===== src/pkg/pesig_consts.svh =====
// register offsets, field positions, reset values and flag encodings of the poison signaller
// assumes inclusion through the package or a design file, once per compilation unit
`ifndef PESIG_CONSTS_SVH
`define PESIG_CONSTS_SVH

// ------------------------------------------------------------
// register byte offsets
// ------------------------------------------------------------
`define PESIG_OFF_FEAT_LO    12'h000
`define PESIG_OFF_FEAT_HI    12'h004
`define PESIG_OFF_SUPPORT    12'h008
`define PESIG_OFF_PSTATE     12'h00C
`define PESIG_OFF_CACHE_CHK  12'h010
`define PESIG_OFF_BUS_CHK    12'h014
`define PESIG_OFF_IRQ_STAT   12'h018
`define PESIG_OFF_IRQ_MASK   12'h01C
`define PESIG_OFF_CONTROL    12'h020
`define PESIG_OFF_COUNT      12'h024

// ------------------------------------------------------------
// feature set 0 bit positions (64-bit word)
// ------------------------------------------------------------
`define PESIG_FEAT_PROMOTE   53
`define PESIG_FEAT_CE_PROMO  60
`define PESIG_FEAT_RESET     64'h0000_0000_0000_0000

// ------------------------------------------------------------
// state parameter and check record fields
// ------------------------------------------------------------
`define PESIG_ST_FIXED       0
`define PESIG_ST_USTOP       1
`define PESIG_ST_INTACT      2
`define PESIG_ST_RESUME      3
`define PESIG_ST_PRECISE     4
`define PESIG_CHK_POISON     23
// promoted encoding: fixed 0, ustop 0, intact 1, resumable 1, precise 0
`define PESIG_ST_PROMOTED    5'h0C
`define PESIG_ST_CORRECTED   5'h01

// ------------------------------------------------------------
// interrupt status bits
// ------------------------------------------------------------
`define PESIG_IRQ_CE         0
`define PESIG_IRQ_ABORT      1
`define PESIG_IRQ_OTHER      2
`define PESIG_IRQ_W          3

`endif


===== src/pkg/pesig_pkg.sv =====
// types of the poison event signaller
// assumes the constants header is found on the include path
`include "pesig_consts.svh"
package pesig_pkg;
  // source of a poisoning event
  typedef enum logic [1:0] {
    PESIG_SRC_NONE,
    PESIG_SRC_CACHE,
    PESIG_SRC_BUS
  } pesig_src_t;

  // bus slave sequencing
  typedef enum logic [1:0] {
    PESIG_BUS_IDLE,
    PESIG_BUS_WRESP,
    PESIG_BUS_RRESP
  } pesig_bus_t;

  typedef logic [4:0] pesig_pstate_t;
endpackage


===== src/pkg/pesig_evt_if.sv =====
// carrier between classifier and top: one classified event per cycle
// assumes a single clock shared by both ends
`timescale 1ns/1ns
interface pesig_evt_if;
  import pesig_pkg::*;
  logic          valid;
  logic          promote;
  logic          resumable;
  pesig_pstate_t pstate;
  logic          poison_cache;
  logic          poison_bus;
  logic          other;

  modport producer (output valid, output promote, output resumable, output pstate,
                    output poison_cache, output poison_bus, output other);
  modport consumer (input valid, input promote, input resumable, input pstate,
                    input poison_cache, input poison_bus, input other);
endinterface


===== src/logic/pesig_classify.sv =====
// combinational classifier of one poisoning event into its signalling and flags
// assumes inputs are already synchronised to the module clock
`timescale 1ns/1ns
`include "pesig_consts.svh"
module pesig_classify (
  input  wire logic        promote_en,
  input  wire logic        ev_valid,
  input  wire logic        ev_consumed,
  input  wire logic        ev_cache,
  input  wire logic        ev_other,
  pesig_evt_if.producer    evt
);
  import pesig_pkg::*;

  // ------------------------------------------------------------
  // classification
  // ------------------------------------------------------------
  // only poison that the local processor does not consume is handled here
  wire logic unconsumed = ev_valid & ~ev_consumed;

  assign evt.valid        = unconsumed;
  assign evt.promote      = promote_en;
  assign evt.pstate       = promote_en ? `PESIG_ST_PROMOTED
                                       : `PESIG_ST_CORRECTED;
  assign evt.poison_cache = unconsumed & ev_cache;
  assign evt.poison_bus   = unconsumed & ~ev_cache;
  assign evt.other        = ev_other;
  // resumable only with the promoted encoding and a lone poison error
  assign evt.resumable    = promote_en & ~ev_other;
endmodule


===== src/logic/pesig_top.sv =====
// poison event signaller: classification, error records, feature set and bus slave
// assumes AXI4-Lite master on the same clock, event inputs from on-clock cache logic
// assumes at most one write and one read in flight, as a lite master keeps
// assumes each event input is a one-cycle pulse, qualified in that cycle
//
// Functional notes
// - poison moved between levels and not consumed locally is an unconsumed event.
// - a transfer of poison-marked uncorrectable data may raise a reporting event.
// - promotion control lives in bit 53 of feature set 0.
// - promotion bit zero signals a corrected-error interrupt; this is the default.
// - promotion bit one signals a machine-check abort, data treated lost.
// - without promotion support the supplied bit value is ignored.
// - bit 60 corrected-error promotion never affects poison event signalling.
// - corrected-error signalling sets the fixed flag of the state parameter.
// - promoted abort reports fixed 0, ustop 0, intact 1, resumable 1, precise 0.
// - promoted, encoded, poison flag set and no other error gives resumable.
// - poison flag bit 23 of cache check record set when line poisoned unconsumed.
`timescale 1ns/1ns
`include "pesig_consts.svh"
module pesig_top #(
  parameter bit SUPPORT_PROMOTE = 1'b1
) (
  input  wire logic        clock,
  input  wire logic        sys_rst,
  input  wire logic        ev_valid,
  input  wire logic        ev_consumed,
  input  wire logic        ev_cache,
  input  wire logic        ev_other,
  output logic             corrected_error_interrupt,
  output logic             machine_check_abort,
  output logic             irq,
  input  wire logic [11:0] s_axi_awaddr,
  input  wire logic        s_axi_awvalid,
  output logic             s_axi_awready,
  input  wire logic [31:0] s_axi_wdata,
  input  wire logic [3:0]  s_axi_wstrb,
  input  wire logic        s_axi_wvalid,
  output logic             s_axi_wready,
  output logic [1:0]       s_axi_bresp,
  output logic             s_axi_bvalid,
  input  wire logic        s_axi_bready,
  input  wire logic [11:0] s_axi_araddr,
  input  wire logic        s_axi_arvalid,
  output logic             s_axi_arready,
  output logic [31:0]      s_axi_rdata,
  output logic [1:0]       s_axi_rresp,
  output logic             s_axi_rvalid,
  input  wire logic        s_axi_rready
);
  import pesig_pkg::*;

  // register map, one aligned word each:
  //   feature low and high words; promotion is high-word bit 21
  //   support word: bit 21 says promotion can be enabled
  //   state word: bit 31 marks a captured event, bits 4:0 the flags
  //   cache and bus check words: bit 23 is the poison flag
  //   status (write one to clear) and a mask of the same layout
  //   status bit 2 marks an event that came with another error
  //   control: bit 0 reads resumable, a written one clears records
  //   event count: saturates at all ones
  // unmapped addresses answer with a slave error and read as zero
  // only the latest event is kept: read records before the next one

  // ------------------------------------------------------------
  // state
  // ------------------------------------------------------------
  logic [63:0]              feat_q;
  pesig_pstate_t            pstate_q;
  logic [31:0]              cache_chk_q;
  logic [31:0]              bus_chk_q;
  logic [`PESIG_IRQ_W-1:0]  stat_q;
  logic [`PESIG_IRQ_W-1:0]  mask_q;
  logic                     resumable_q;
  logic                     valid_q;
  logic [15:0]              count_q;
  logic [11:0]              awaddr_q;
  logic [31:0]              wdata_q;
  logic [3:0]               wstrb_q;
  logic                     aw_have_q;
  logic                     w_have_q;
  logic [11:0]              araddr_q;
  pesig_bus_t               bus_q;

  // one classified event per cycle travels to the records and
  // signalling logic below as a single bundle
  pesig_evt_if evt ();

  // ------------------------------------------------------------
  // event classification
  // ------------------------------------------------------------
  // pure decode, so a pulse leaves one cycle after its event;
  // registering here would cost every signal a cycle
  // the feature bit is the only steering input; bit 60 is not looked at
  wire logic promote_en = feat_q[`PESIG_FEAT_PROMOTE];

  pesig_classify u_classify (
    .promote_en  (promote_en),
    .ev_valid    (ev_valid),
    .ev_consumed (ev_consumed),
    .ev_cache    (ev_cache),
    .ev_other    (ev_other),
    .evt         (evt)
  );

  // ------------------------------------------------------------
  // write channel decode
  // ------------------------------------------------------------
  // byte-lane merge of written data into a stored word
  function automatic logic [31:0] merge(input logic [31:0] old, input logic [31:0] nw,
                                        input logic [3:0] be);
    logic [31:0] r;
    r = old;
    for (int i = 0; i < 4; i++) begin
      if (be[i]) begin
        r[i*8 +: 8] = nw[i*8 +: 8];
      end
    end
    return r;
  endfunction

  // a write commits once address and data are both held and no
  // response waits; they may arrive in either order
  // the response is raised on the same edge as the commit
  // byte enables are honoured, so a partial write of a feature
  // word leaves the other bytes as they were
  wire logic        wr_go      = aw_have_q & w_have_q & (bus_q == PESIG_BUS_IDLE);
  wire logic        wr_feat_lo = wr_go & (awaddr_q == `PESIG_OFF_FEAT_LO);
  wire logic        wr_feat_hi = wr_go & (awaddr_q == `PESIG_OFF_FEAT_HI);
  wire logic        wr_stat    = wr_go & (awaddr_q == `PESIG_OFF_IRQ_STAT);
  wire logic        wr_mask    = wr_go & (awaddr_q == `PESIG_OFF_IRQ_MASK);
  wire logic        wr_ctrl    = wr_go & (awaddr_q == `PESIG_OFF_CONTROL);
  wire logic        wr_known   = wr_feat_lo | wr_feat_hi | wr_stat | wr_mask | wr_ctrl;
  wire logic [31:0] hi_new     = merge(feat_q[63:32], wdata_q, wstrb_q);
  // unsupported promotion keeps the bit at zero whatever software writes
  wire logic [31:0] hi_keep    = SUPPORT_PROMOTE ? hi_new
                               : (hi_new & ~(32'h1 << (`PESIG_FEAT_PROMOTE - 32)));
  // control write with bit 0 clears the error records
  wire logic        rec_clr    = wr_ctrl & wstrb_q[0] & wdata_q[0];

  // ------------------------------------------------------------
  // feature set 0
  // ------------------------------------------------------------
  // the halves are separate words; changing promotion needs only
  // the high word, and bit 60 is stored but steers nothing
  always_ff @(posedge clock) begin
    if (sys_rst) begin
      feat_q <= `PESIG_FEAT_RESET;  // promotion off by default
    end else if (wr_feat_lo) begin
      feat_q[31:0] <= merge(feat_q[31:0], wdata_q, wstrb_q);
    end else if (wr_feat_hi) begin
      feat_q[63:32] <= hi_keep;
    end
  end

  // ------------------------------------------------------------
  // error records: event capture wins over a record clear
  // ------------------------------------------------------------
  // losing a record is worse than clearing once more, so an event
  // beats a clear in the same cycle; software then sees valid set
  // the cache and bus poison flags are written together per event
  always_ff @(posedge clock) begin
    if (sys_rst) begin
      pstate_q    <= '0;
      cache_chk_q <= '0;
      bus_chk_q   <= '0;
      resumable_q <= 1'b0;
      valid_q     <= 1'b0;
    end else if (evt.valid) begin
      pstate_q    <= evt.pstate;
      valid_q     <= 1'b1;
      cache_chk_q[`PESIG_CHK_POISON] <= evt.poison_cache;
      bus_chk_q[`PESIG_CHK_POISON]   <= evt.poison_bus;
      resumable_q <= evt.resumable;
    end else if (rec_clr) begin
      pstate_q    <= '0;
      cache_chk_q <= '0;
      bus_chk_q   <= '0;
      resumable_q <= 1'b0;
      valid_q     <= 1'b0;
    end
  end

  // ------------------------------------------------------------
  // signalling outputs: one-cycle pulses per event
  // ------------------------------------------------------------
  // exactly one pulse per unconsumed event; consumed poison
  // raises neither, and both pulses leave from flip-flops
  // so the pins never glitch on a decode change
  always_ff @(posedge clock) begin
    if (sys_rst) begin
      corrected_error_interrupt <= 1'b0;
      machine_check_abort       <= 1'b0;
    end else begin
      corrected_error_interrupt <= evt.valid & ~evt.promote;
      machine_check_abort       <= evt.valid & evt.promote;
    end
  end

  // ------------------------------------------------------------
  // sticky status, write-one-to-clear; a new event beats the clear
  // ------------------------------------------------------------
  // bit 0 corrected, bit 1 abort, bit 2 event with another error
  // irq is registered and lags the status by one cycle, a small
  // delay traded for a clean level on the pin
  wire logic [`PESIG_IRQ_W-1:0] stat_set = {evt.other & evt.valid,
                                            evt.valid & evt.promote,
                                            evt.valid & ~evt.promote};
  wire logic [`PESIG_IRQ_W-1:0] stat_clr = (wr_stat & wstrb_q[0])
                                         ? wdata_q[`PESIG_IRQ_W-1:0] : '0;

  always_ff @(posedge clock) begin
    if (sys_rst) begin
      stat_q <= '0;
      mask_q <= '0;
      irq    <= 1'b0;
    end else begin
      stat_q <= (stat_q & ~stat_clr) | stat_set;
      if (wr_mask & wstrb_q[0]) begin
        mask_q <= wdata_q[`PESIG_IRQ_W-1:0];
      end
      irq <= |(stat_q & mask_q);
    end
  end

  // event counter saturates rather than wraps so software sees overflow
  // consumed events are not counted, as they are not signalled
  always_ff @(posedge clock) begin
    if (sys_rst) begin
      count_q <= '0;
    end else if (evt.valid && count_q != 16'hFFFF) begin
      count_q <= count_q + 16'h1;
    end
  end

  // ------------------------------------------------------------
  // read decode
  // ------------------------------------------------------------
  // decode uses the captured address, so the select is stable for
  // a whole cycle before the read data register loads
  logic [31:0] rd_val;
  logic        rd_ok;
  always_comb begin
    rd_val = 32'h0;
    rd_ok  = 1'b1;
    case (araddr_q)
      `PESIG_OFF_FEAT_LO:   rd_val = feat_q[31:0];
      `PESIG_OFF_FEAT_HI:   rd_val = feat_q[63:32];
      `PESIG_OFF_SUPPORT:   rd_val = 32'(SUPPORT_PROMOTE) << (`PESIG_FEAT_PROMOTE - 32);
      `PESIG_OFF_PSTATE:    rd_val = {valid_q, 26'h0, pstate_q};
      `PESIG_OFF_CACHE_CHK: rd_val = cache_chk_q;
      `PESIG_OFF_BUS_CHK:   rd_val = bus_chk_q;
      `PESIG_OFF_IRQ_STAT:  rd_val = {29'h0, stat_q};
      `PESIG_OFF_IRQ_MASK:  rd_val = {29'h0, mask_q};
      `PESIG_OFF_CONTROL:   rd_val = {31'h0, resumable_q};
      `PESIG_OFF_COUNT:     rd_val = {16'h0, count_q};
      default:              rd_ok  = 1'b0;
    endcase
  end

  // ------------------------------------------------------------
  // address and data capture, either order
  // ------------------------------------------------------------
  // ready drops for a cycle after each handshake and stays low while
  // a captured item waits, so a second write cannot overrun the first
  // the low two address bits are dropped: each register is one word
  always_ff @(posedge clock) begin
    if (sys_rst) begin
      aw_have_q     <= 1'b0;
      w_have_q      <= 1'b0;
      s_axi_awready <= 1'b0;
      s_axi_wready  <= 1'b0;
      awaddr_q      <= '0;
      wdata_q       <= '0;
      wstrb_q       <= '0;
    end else begin
      s_axi_awready <= ~aw_have_q & ~(s_axi_awvalid & s_axi_awready);
      s_axi_wready  <= ~w_have_q & ~(s_axi_wvalid & s_axi_wready);
      if (s_axi_awvalid & s_axi_awready) begin
        aw_have_q <= 1'b1;
        awaddr_q  <= {s_axi_awaddr[11:2], 2'b00};
      end else if (wr_go) begin
        aw_have_q <= 1'b0;
      end
      if (s_axi_wvalid & s_axi_wready) begin
        w_have_q <= 1'b1;
        wdata_q  <= s_axi_wdata;
        wstrb_q  <= s_axi_wstrb;
      end else if (wr_go) begin
        w_have_q <= 1'b0;
      end
    end
  end

  // ------------------------------------------------------------
  // response sequencing: one transaction at a time, writes first
  // ------------------------------------------------------------
  // a write ready to commit goes before a waiting read; a read is
  // taken by a one-cycle ready pulse and its data loaded next cycle
  // a response stands until taken; no read is accepted and no write commits
  // meanwhile, so a master that never takes it stalls the bus
  // a stray state encoding returns to idle through the default
  always_ff @(posedge clock) begin
    if (sys_rst) begin
      bus_q         <= PESIG_BUS_IDLE;
      s_axi_bvalid  <= 1'b0;
      s_axi_bresp   <= 2'b00;
      s_axi_arready <= 1'b0;
      s_axi_rvalid  <= 1'b0;
      s_axi_rresp   <= 2'b00;
      s_axi_rdata   <= '0;
      araddr_q      <= '0;
    end else begin
      s_axi_arready <= 1'b0;
      case (bus_q)
        PESIG_BUS_IDLE: begin
          if (wr_go) begin
            s_axi_bvalid <= 1'b1;
            s_axi_bresp  <= wr_known ? 2'b00 : 2'b10;
            bus_q        <= PESIG_BUS_WRESP;
          end else if (s_axi_arvalid & ~s_axi_arready) begin
            s_axi_arready <= 1'b1;
            araddr_q      <= {s_axi_araddr[11:2], 2'b00};
            bus_q         <= PESIG_BUS_RRESP;
          end
        end
        PESIG_BUS_WRESP: begin
          if (s_axi_bready) begin
            s_axi_bvalid <= 1'b0;
            bus_q        <= PESIG_BUS_IDLE;
          end
        end
        PESIG_BUS_RRESP: begin
          if (!s_axi_rvalid) begin
            s_axi_rvalid <= 1'b1;
            s_axi_rdata  <= rd_val;
            s_axi_rresp  <= rd_ok ? 2'b00 : 2'b10;
          end else if (s_axi_rready) begin
            s_axi_rvalid <= 1'b0;
            bus_q        <= PESIG_BUS_IDLE;
          end
        end
        default: bus_q <= PESIG_BUS_IDLE;
      endcase
    end
  end
endmodule


===== config.mk =====
export PLATFORM = sky130hd
export DESIGN_NAME = pesig_top
export DESIGN_NICKNAME = d
export VERILOG_FILES = /design/src/pkg/pesig_pkg.sv /design/src/pkg/pesig_evt_if.sv /design/src/logic/pesig_classify.sv /design/src/logic/pesig_top.sv
export VERILOG_INCLUDE_DIRS = /design/src /design/src/pkg
export SDC_FILE = /design/constraint.sdc
export NUM_CORES = 1
export LEC_CHECK = 0
export ABC_CLOCK_PERIOD_IN_PS = 3440
export CORE_ASPECT_RATIO = 0.75
export CORE_UTILIZATION = 45
export CTS_BUF_LIST = sky130_fd_sc_hd__clkbuf_4 sky130_fd_sc_hd__clkbuf_8
export CTS_CLUSTER_DIAMETER = 40
export CTS_CLUSTER_SIZE = 28
export DETAILED_ROUTE_END_ITERATION = 10
export DONT_BUFFER_PORTS = 1
export GPL_ROUTABILITY_DRIVEN = 0
export GPL_TIMING_DRIVEN = 0
export SYNTH_ARGS = -nofsm -noshare
export SYNTH_HDL_FRONTEND = slang
export SYNTH_HIERARCHICAL = 1
export SYNTH_SLANG_ARGS = --single-unit

===== constraint.sdc =====
create_clock -name clock -period 3.44 [get_ports clock]
set_input_delay 0.688 -clock clock [delete_from_list [all_inputs] [get_ports clock]]
set_output_delay 0.688 -clock clock [all_outputs]
set_load 0.1 [all_outputs]

### Yosys cells after proc, flatten, opt, wreduce, memory -nomap -nowiden

Index checks and enable logic that the tools add are counted.

* register bits: 199
* logic and storage cells: 153

* add/sub/neg operators: 1
* equality and inequality tests: 21
* mux-type cells: 29
* bitwise operators: 44
* reduce and logical (&&, ||, !) cells: 24

Operators by type and width (count)
* $pmux W32 S10: 1
* $eq A10 B3 Y1 const B: 6
* $eq A10 B4 Y1 const B: 3
* $logic_not A12 Y1: 2
* $mux W24: 1
* $and A1 B1 Y1: 23
* $eq A10 B1 Y1 const B: 2
* $eq A10 B2 Y1 const B: 2
* $reduce_and A3 Y1: 6
* $add A16 B1 Y16 const B: 1
* $ne A16 B16 Y1 const B: 1
* $mux W1: 14
* $mux W2: 7
* $not A1 Y1: 13
* $reduce_and A2 Y1: 6
* $mux W5: 2
* $reduce_or A10 Y1: 1
* $ne A2 B2 Y1 const B: 4
* $reduce_bool A2 Y1: 4
* $and A3 B3 Y3: 2
* $pmux W2 S3: 1
* $reduce_or A3 Y1: 2
* $mux W4: 1
* $or A1 B1 Y1: 4
* 10 further kinds: 10

### Depth between registers and ports, before layout

Gate-level depths: netlist (run 1).

* depth after elaboration: 8
* gate-level depth with buffers: 7
* mapped depth without buffers: 5

### Modules after synthesis

The synthesis (run 1) kept the hierarchy.

Modules (own cells, without submodules)
* pesig_top: times used 1, cells an instance 943, area each 8246.7 um^2, seq. area each 3943.8 um^2
* pesig_classify: times used 1, cells an instance 12, area each 86.3 um^2, seq. area each 0.0 um^2

### Least setup slack after synthesis (run 1)

OpenSTA, ideal clock, no wires.

* path kind: input to register
* from: input ev_valid
* to: register count_q[11]
* setup time: 0.070 ns
* arrival: 2.189 ns
* slack: 1.181 ns
* cell stages on the path: 7
* path buffers: 2
* cells stage by stage: nor2b_1 > buf_4 > inv_1 > or4_1 > clkbuf_2 > or4_1 > a21oi_1

* longest elaborated chain between the ends: 2

RTL lines
* start, declared: line pesig_top.sv:25 `input wire logic ev_valid,`
* $and A1 B1 Y1: line pesig_classify.sv:19 `wire logic unconsumed = ev_valid & ~ev_consumed;`
* $logic_and A1 B1 Y1: line pesig_top.sv:230 `end else if (evt.valid && count_q != 16'hFFFF) begin`
* end signal, assigned: line pesig_top.sv:231 `count_q <= count_q + 16'h1;`
* end, declared: line pesig_top.sv:75 `logic [15:0] count_q;`

Every way passes these cells.
A chain may end at the register's enable or synchronous reset.

### Worst setup path after layout (run 1)

* from: register s_axi_rvalid
* to: register s_axi_rdata[23]

* longest elaborated chain between the ends: 2

RTL lines
* start, declared: line pesig_top.sv:47 `output logic s_axi_rvalid,`
* start signal, assigned: line pesig_top.sv:308 `s_axi_rvalid <= 1'b0;`
* start signal, assigned: line pesig_top.sv:334 `s_axi_rvalid <= 1'b1;`
* start signal, assigned: line pesig_top.sv:338 `s_axi_rvalid <= 1'b0;`
* $not A1 Y1 (no line)
* $reduce_and A2 Y1 (no line)
* end signal, assigned: line pesig_top.sv:335 `s_axi_rdata <= rd_val;`
* end, declared: line pesig_top.sv:45 `output logic [31:0] s_axi_rdata,`

Every way passes these cells.

==> flow_summary.yaml, run 1 <==
status:
  status: "finished clean"
sta:
  min_period_over_period_pct: 81.1
  hold_viol_final: 0
  worst_slew_pin_slew_ps: 1110
  timing.final.ws_setup_ps: 650
  fmaxAchievable_mhz: 358
  finalSetupViolCount: 0
  clock_skew_ps: 13.6
  tns_ps: 0
  min_period_ps: 2790
  drv_slew: 0
  rsz0062_at_grt: "no"
  maxSlewHeadroom_pct: 25.9
worst_hold_path:
  hold_class: "in2reg"
  hold_path_end: "wdata_q[15]"
  hp-start: "s_axi_wdata[15]"
  holdPathStages: 2
cts:
  cts_max_level: 4
  insertion_delay_ps: 470
  clock_tree.buffer_depth: 2
  cts_hold_buf: 0
  cts_root_buffer: "clkbuf_8"
  clock-sinks: 197
  clk_pin_slew_ps: 100
  cts_buffers: 17
  ctsResizeCount: 0
  post_cts_buffers: 0
  cts_tree: "yes"
global_route:
  top_usage_layer: "met1"
  grt_overflow: 0
  grt_antenna_before_repair: 0
  met2_usage_pct: 33.3
  grt_pass1_vias: 6253
  grt_pass1_wl_mm: 37.1
  track_usage_pct: 25.8
  met1_usage_pct: 41.7
  grt_max_degree: 17
  grtUsageMet3_pct: 6.81
critical_path:
  crit_required_ps: 3830
  cp-startpoint: "s_axi_rvalid"
  critical_path.top_delay_family: "flip-flops"
  slowest_delay_ps: 1070
  r2r-start: "s_axi_rvalid"
  crit_chain: "nor3b_2, nor2_1, clkbuf_1, nand2_1, o31ai_1"
  slowest_stage: "dfxtp_1"
  crit_path_end_kind: "flip-flop"
  r2r_end: "s_axi_rdata[23]"
  crit_type: "reg2reg"
  cp.arrival_ps: 3180
  startpoint_type: "flip-flop"
  path_max_fanout: 10
  reg2regPathDepth: 5
  cp_num_buf_inv: 1
  rrSetupSlack_ps: 650
logic_synthesis:
  synthTopCellsByCount: "dfxtp_1 (197), nand2_1 (184), a21oi_1 (116), nand3_1 (64), mux2i_1 (58)"
  synthArstFlopShare_pct: 0
  yosys-top-cells-area: "dfxtp_1 (47%), nand2_1 (8.3%), a21oi_1 (7.0%)"
  ys.flop_type: "dfxtp_1"
  synth_top_area_share_pct: 47.3
  syn_inst: 955
  synth_cell_type_count: 64
  synth_enable_flop_cells: 0
  post_synth.cell_area_avg_um2: 8.73
  synthesis.area_um2: 8330
  ys_warn_count: 6
  yosysSeqAreaShare_pct: 47.3
  ys_ff_latch: 197
  yosysTopAreaCell: "dfxtp_1"
  yosys.cell_count.top_type: "dfxtp_1"
power_and_ir_drop:
  peakVddDrop_uv: 219
  total_power_mw: 4.37
  p_leak_nw: 3.02
  power_density_nw_per_um2: 483
layout:
  drive_gt1_share_pct: 9.71
  fin_util_pct: 50.7
  multi_input_area_um2: 3990
  antenna_cells: 0
  register_area_um2: 3940
  final_area_um2: 9050
  area_growth_pct: 8.63
  nets: 1048
  nFillCells: 1769
die:
  core_um2: 17900
  rows: 42
  die_area_um2: 19100
  dieHeight_um: 120
  die_w_um: 159
  io_pins: 115
  start_util_pct: 46.6
detailed_routing:
  dr.pass1.iters: 5
  ant_nets: 0
  viasPerCell: 5.64
  post-route-drc-count: 0
  drt_iter0_markers: 696
  vias: 6943
  wire_per_inst_um: 19.6
  wirelength_mm: 24.1
flow_run:
  cap_violations: 0
placed_design:
  portBuffers: 0
  placed_area_um2: 8640
  hpwl_mm: 17.6
  dpl_worst_slack_ps: 609
layer usage:
metal / vias up / wire length [um]
met4: 0 / 105
met1: 3231 / 12600
met3: 6 / 2190
met5: - / 0
met2: 290 / 9200
li1: 3416 / -
worst max-delay path by stage:
| stage | end | slack [ps] | cells past startpoint |
|---|---|---|---|
| CTS | s_axi_rdata[23] | 580 | 5 |
| finish | s_axi_rdata[23] | 650 | 5 |
| floorplan | count_q[11] | 1180 | 7 |
| detailed placement | s_axi_rdata[23] | 610 | 5 |
| global placement | s_axi_rdata[14] | 590 | 4 |
| global route | s_axi_rdata[1] | 440 | 5 |
through the flow:
stage | std cells | hold WS [ps]
global route | 1231 | 298
CTS | 1231 | 315
detailed placement | 1199 | 444
finish | 1231 | 329
global placement | 1199 | 440
floorplan | 957 | 432
power breakdown:
part           switching [mW]  internal (mW)  total, mW
registers               0.109           2.33       2.44
clock network           0.829          0.715       1.54
logic                   0.274          0.116      0.390
kinds of logic (layout without fill, tap and decap cells):
family / after synthesis / count (layout) / share of synthesized area, %
muxes: 77 / 77 / 9.67
DFF: 197 / 197 / 47.3
other: 2 / 4 / 0.0901
buffers and inverters: 90 / 122 / 4.91
and+or+nand+nor: 357 / 357 / 21.3
adders and majority gates: 1 / 1 / 0.150
AOI/OAI and AO/OA: 231 / 231 / 16.6
final cells by class:
type	instances	share of cell area, %
Buffer	77	3.98
Clock buffer	22	3.14
Clock inverter	10	1.38
Inverter	13	0.539
Multi-Input combinational cell	670	44.0
Sequential cell	197	43.6
Tap cell	242	3.34
registers in the layout, summed over array words and instances, names as in the netlist, 2 cells and up:
register and count:
feat_q 64, s_axi_rdata 32, wstrb_q 4, awaddr_q 10, count_q 16, araddr_q 10
wdata_q 32, bus_q 2, stat_q 3, pstate_q 5, mask_q 3
cells in the final DEF, fill, tap and decap left out, types with 4 or more instances in the layout:
master / count
nor2_1: 29
o2bb2ai_1: 11
mux2i_1: 58
nand4_1: 8
o21ai_0: 48
nand2_1: 184
a22o_1: 26
buf_4: 9
mux2_2: 18
clkinv_4: 6
a21oi_1: 116
or3_1: 8
or4_1: 7
and4_1: 5
conb_1: 4
buf_2: 11
nor3_4: 4
buf_1: 5
o31ai_1: 9
inv_1: 12
nor3_1: 11
nor2b_1: 4
dfxtp_1: 197
clkbuf_8: 19
clkbuf_1: 48
nand3_1: 64
worst register-to-register path, cell delays in order (launching register included):
cell and delay [ps]:
dfxtp_1 1070, nor3b_2 240, nor2_1 680, clkbuf_1 510
nand2_1 110, o31ai_1 100
No activity file was read; power rests on OpenSTA's default activity.
==> run 2, diff against run 1 <==
Settings changed: ABC_CLOCK_PERIOD_IN_PS 3440 to 2400.
Clock period 3.44 ns to 2.4 ns, I/O delays scaled along.
==> run 2 against run 1 <==
Register-to-register slack got worse by 490 ps. First-iteration DRC count increased by 3.3%. Non-clock buffer count increased by 4. Clock power rose by 44%. Cell count increased by 0.32%. Worst hold slack got worse by 210 ps. Largest power group unchanged. Sequential power up 43%. Maximum frequency rose by 25%. Clock skew about the same. Combinational power grew 45%. Critical path depth did not move. Largest cell class unchanged.
==> flow_summary.yaml, run 2 (synthesis gave the netlist of run 1 again) <==
status:
  status: "finished clean"
sta:
  min_period_over_period_pct: 93.2
  timing.hold.ws_ps: 119
  hold_viol_final: 0
  finalSetupViolCount: 0
  fmaxAchievable_mhz: 447
  worst_slew_pin_slew_ps: 1020
  maxSlewHeadroom_pct: 31.7
  drv_slew: 0
  clock_skew_ps: 13.9
  min_period_ps: 2240
  rsz0062_at_grt: "no"
worst_hold_path:
  holdPathStages: 2
  hold_class: "in2reg"
cts:
  insertion_delay_ps: 480
  cts_max_level: 4
  cts_root_buffer: "clkbuf_8"
  clk_pin_slew_ps: 100
  cts_buffers: 17
  clock_tree.buffer_depth: 2
  clock-sinks: 197
  cts_hold_buf: 0
  cts_tree: "yes"
critical_path:
  slowest_delay_ps: 620
  crit_chain: "clkbuf_1, nor3_1, nand4_2, nor3_4, mux2i_1"
  startpoint_type: "flip-flop"
  cp.arrival_ps: 2640
  crit_required_ps: 2810
  crit_type: "reg2reg"
  crit_path_end_kind: "flip-flop"
  slowest_stage: "nor3_4"
  path_max_fanout: 8
  reg2regPathDepth: 5
die:
  io_pins: 115
  dieHeight_um: 120
  die_w_um: 159
  rows: 42
  core_um2: 17900
  start_util_pct: 46.6
  die_area_um2: 19100
layout:
  final_common_cell: "dfxtp_1"
  fin_cells: 1235
  largest_register_ffs: 64
  nets: 1052
  drive_gt1_share_pct: 10.5
  area_growth_pct: 9.07
  top_regs: "feat_q (64), s_axi_rdata (32), wdata_q (32)"
  largest-register: "feat_q"
  final_cell_mix: "dfxtp_1 (194), nand2_1 (184), a21oi_1 (116), nand3_1 (64), mux2i_1 (58)"
  antenna_cells: 0
placed_design:
  hpwl_mm: 17.6
  dpl.cell_count: 1199
  portBuffers: 0
global_route:
  grt_overflow: 0
  grt_pass1_vias: 6253
  grt_pass1_wl_mm: 37.1
  grt_antenna_before_repair: 0
  grt_max_degree: 17
  track_usage_pct: 25.8
detailed_routing:
  ant_nets: 0
  wire_per_inst_um: 19.6
  dr.pass1.iters: 5
  drt_iter0_markers: 719
  vias: 6941
  viasPerCell: 5.62
  wirelength_mm: 24.2
  post-route-drc-count: 0
power_and_ir_drop:
  p_leak_nw: 3.04
  power_density_nw_per_um2: 691
  peakVddDrop_uv: 312
flow_run:
  cap_violations: 0
## run 2: changes by cell type in the layout (fill, tap and decap cells not counted), sizes merged
cell  change
buf       +4
## run 2: per-layer routing
| layer | vias up | track usage [%] | part of all wire, % |
|---|---|---|---|
| met4 | 0 | 4.39 | 0.54 |
| met1 | 3252 | 41.7 | 53 |
| met2 | 254 | 33.3 | 38 |
| met5 | - | 0 | 0 |
| li1 | 3426 | - | - |
| met3 | 9 | 6.81 | 8.6 |
## run 2: report_power, final
group	switching [mW]	leakage [nW]	total (mW)	internal, mW
Sequential	0.155	1.60	3.50	3.34
Combinational	0.396	1.24	0.566	0.170
Clock	1.20	0.207	2.22	1.02
Total	1.75	3.04	6.28	4.54
## run 2: stage by stage
step                      util (%)  total power, mW  cell area, um^2  setup WS (ps)  setup TNS (ps)
after floorplan                  -             3.95             8340            203               0
after CTS                     50.7             6.30             9060           5.07               0
after detailed placement      48.4             4.13             8640           -431           -4920
after global routing          50.9             6.50             9090           58.0               0
after global placement        48.4             4.12             8640           -447           -4830
final                         50.9             6.28             9090            164               0
## run 2: critical path: cells and delay by family (launching register included)
kind,cells,cell delay [ps]
DFF,1,310
buffers and inverters,1,210
muxes,1,250
and+or+nand+nor,3,1400
## run 2: final cells by class
class                   count  area [um^2]
clock buffers              22          284
fillers                  1769         8780
repair buffers              4         30.0
well taps                 242          303
plain buffers              77          360
multi-input cells         670         3990
inverters                  13         48.8
clock inverters            10          125
flip-flops and latches    197         3950
## run 2: worst paths after layout
path                    from     endpoint  slack [ps]
max              awaddr_q[2]   feat_q[31]         160
min          s_axi_wdata[15]  wdata_q[15]         120
max reg2reg      awaddr_q[2]   feat_q[31]         160
min reg2reg       feat_q[27]   feat_q[27]         460
## run 2: what timing repair did
action	4_1_cts	5_1_grt
setup endpoints to repair	11	29
setup buffers	0	4
gates resized for setup	2	2
endpoints found under the hold margin	0	0
pin swaps	0	1
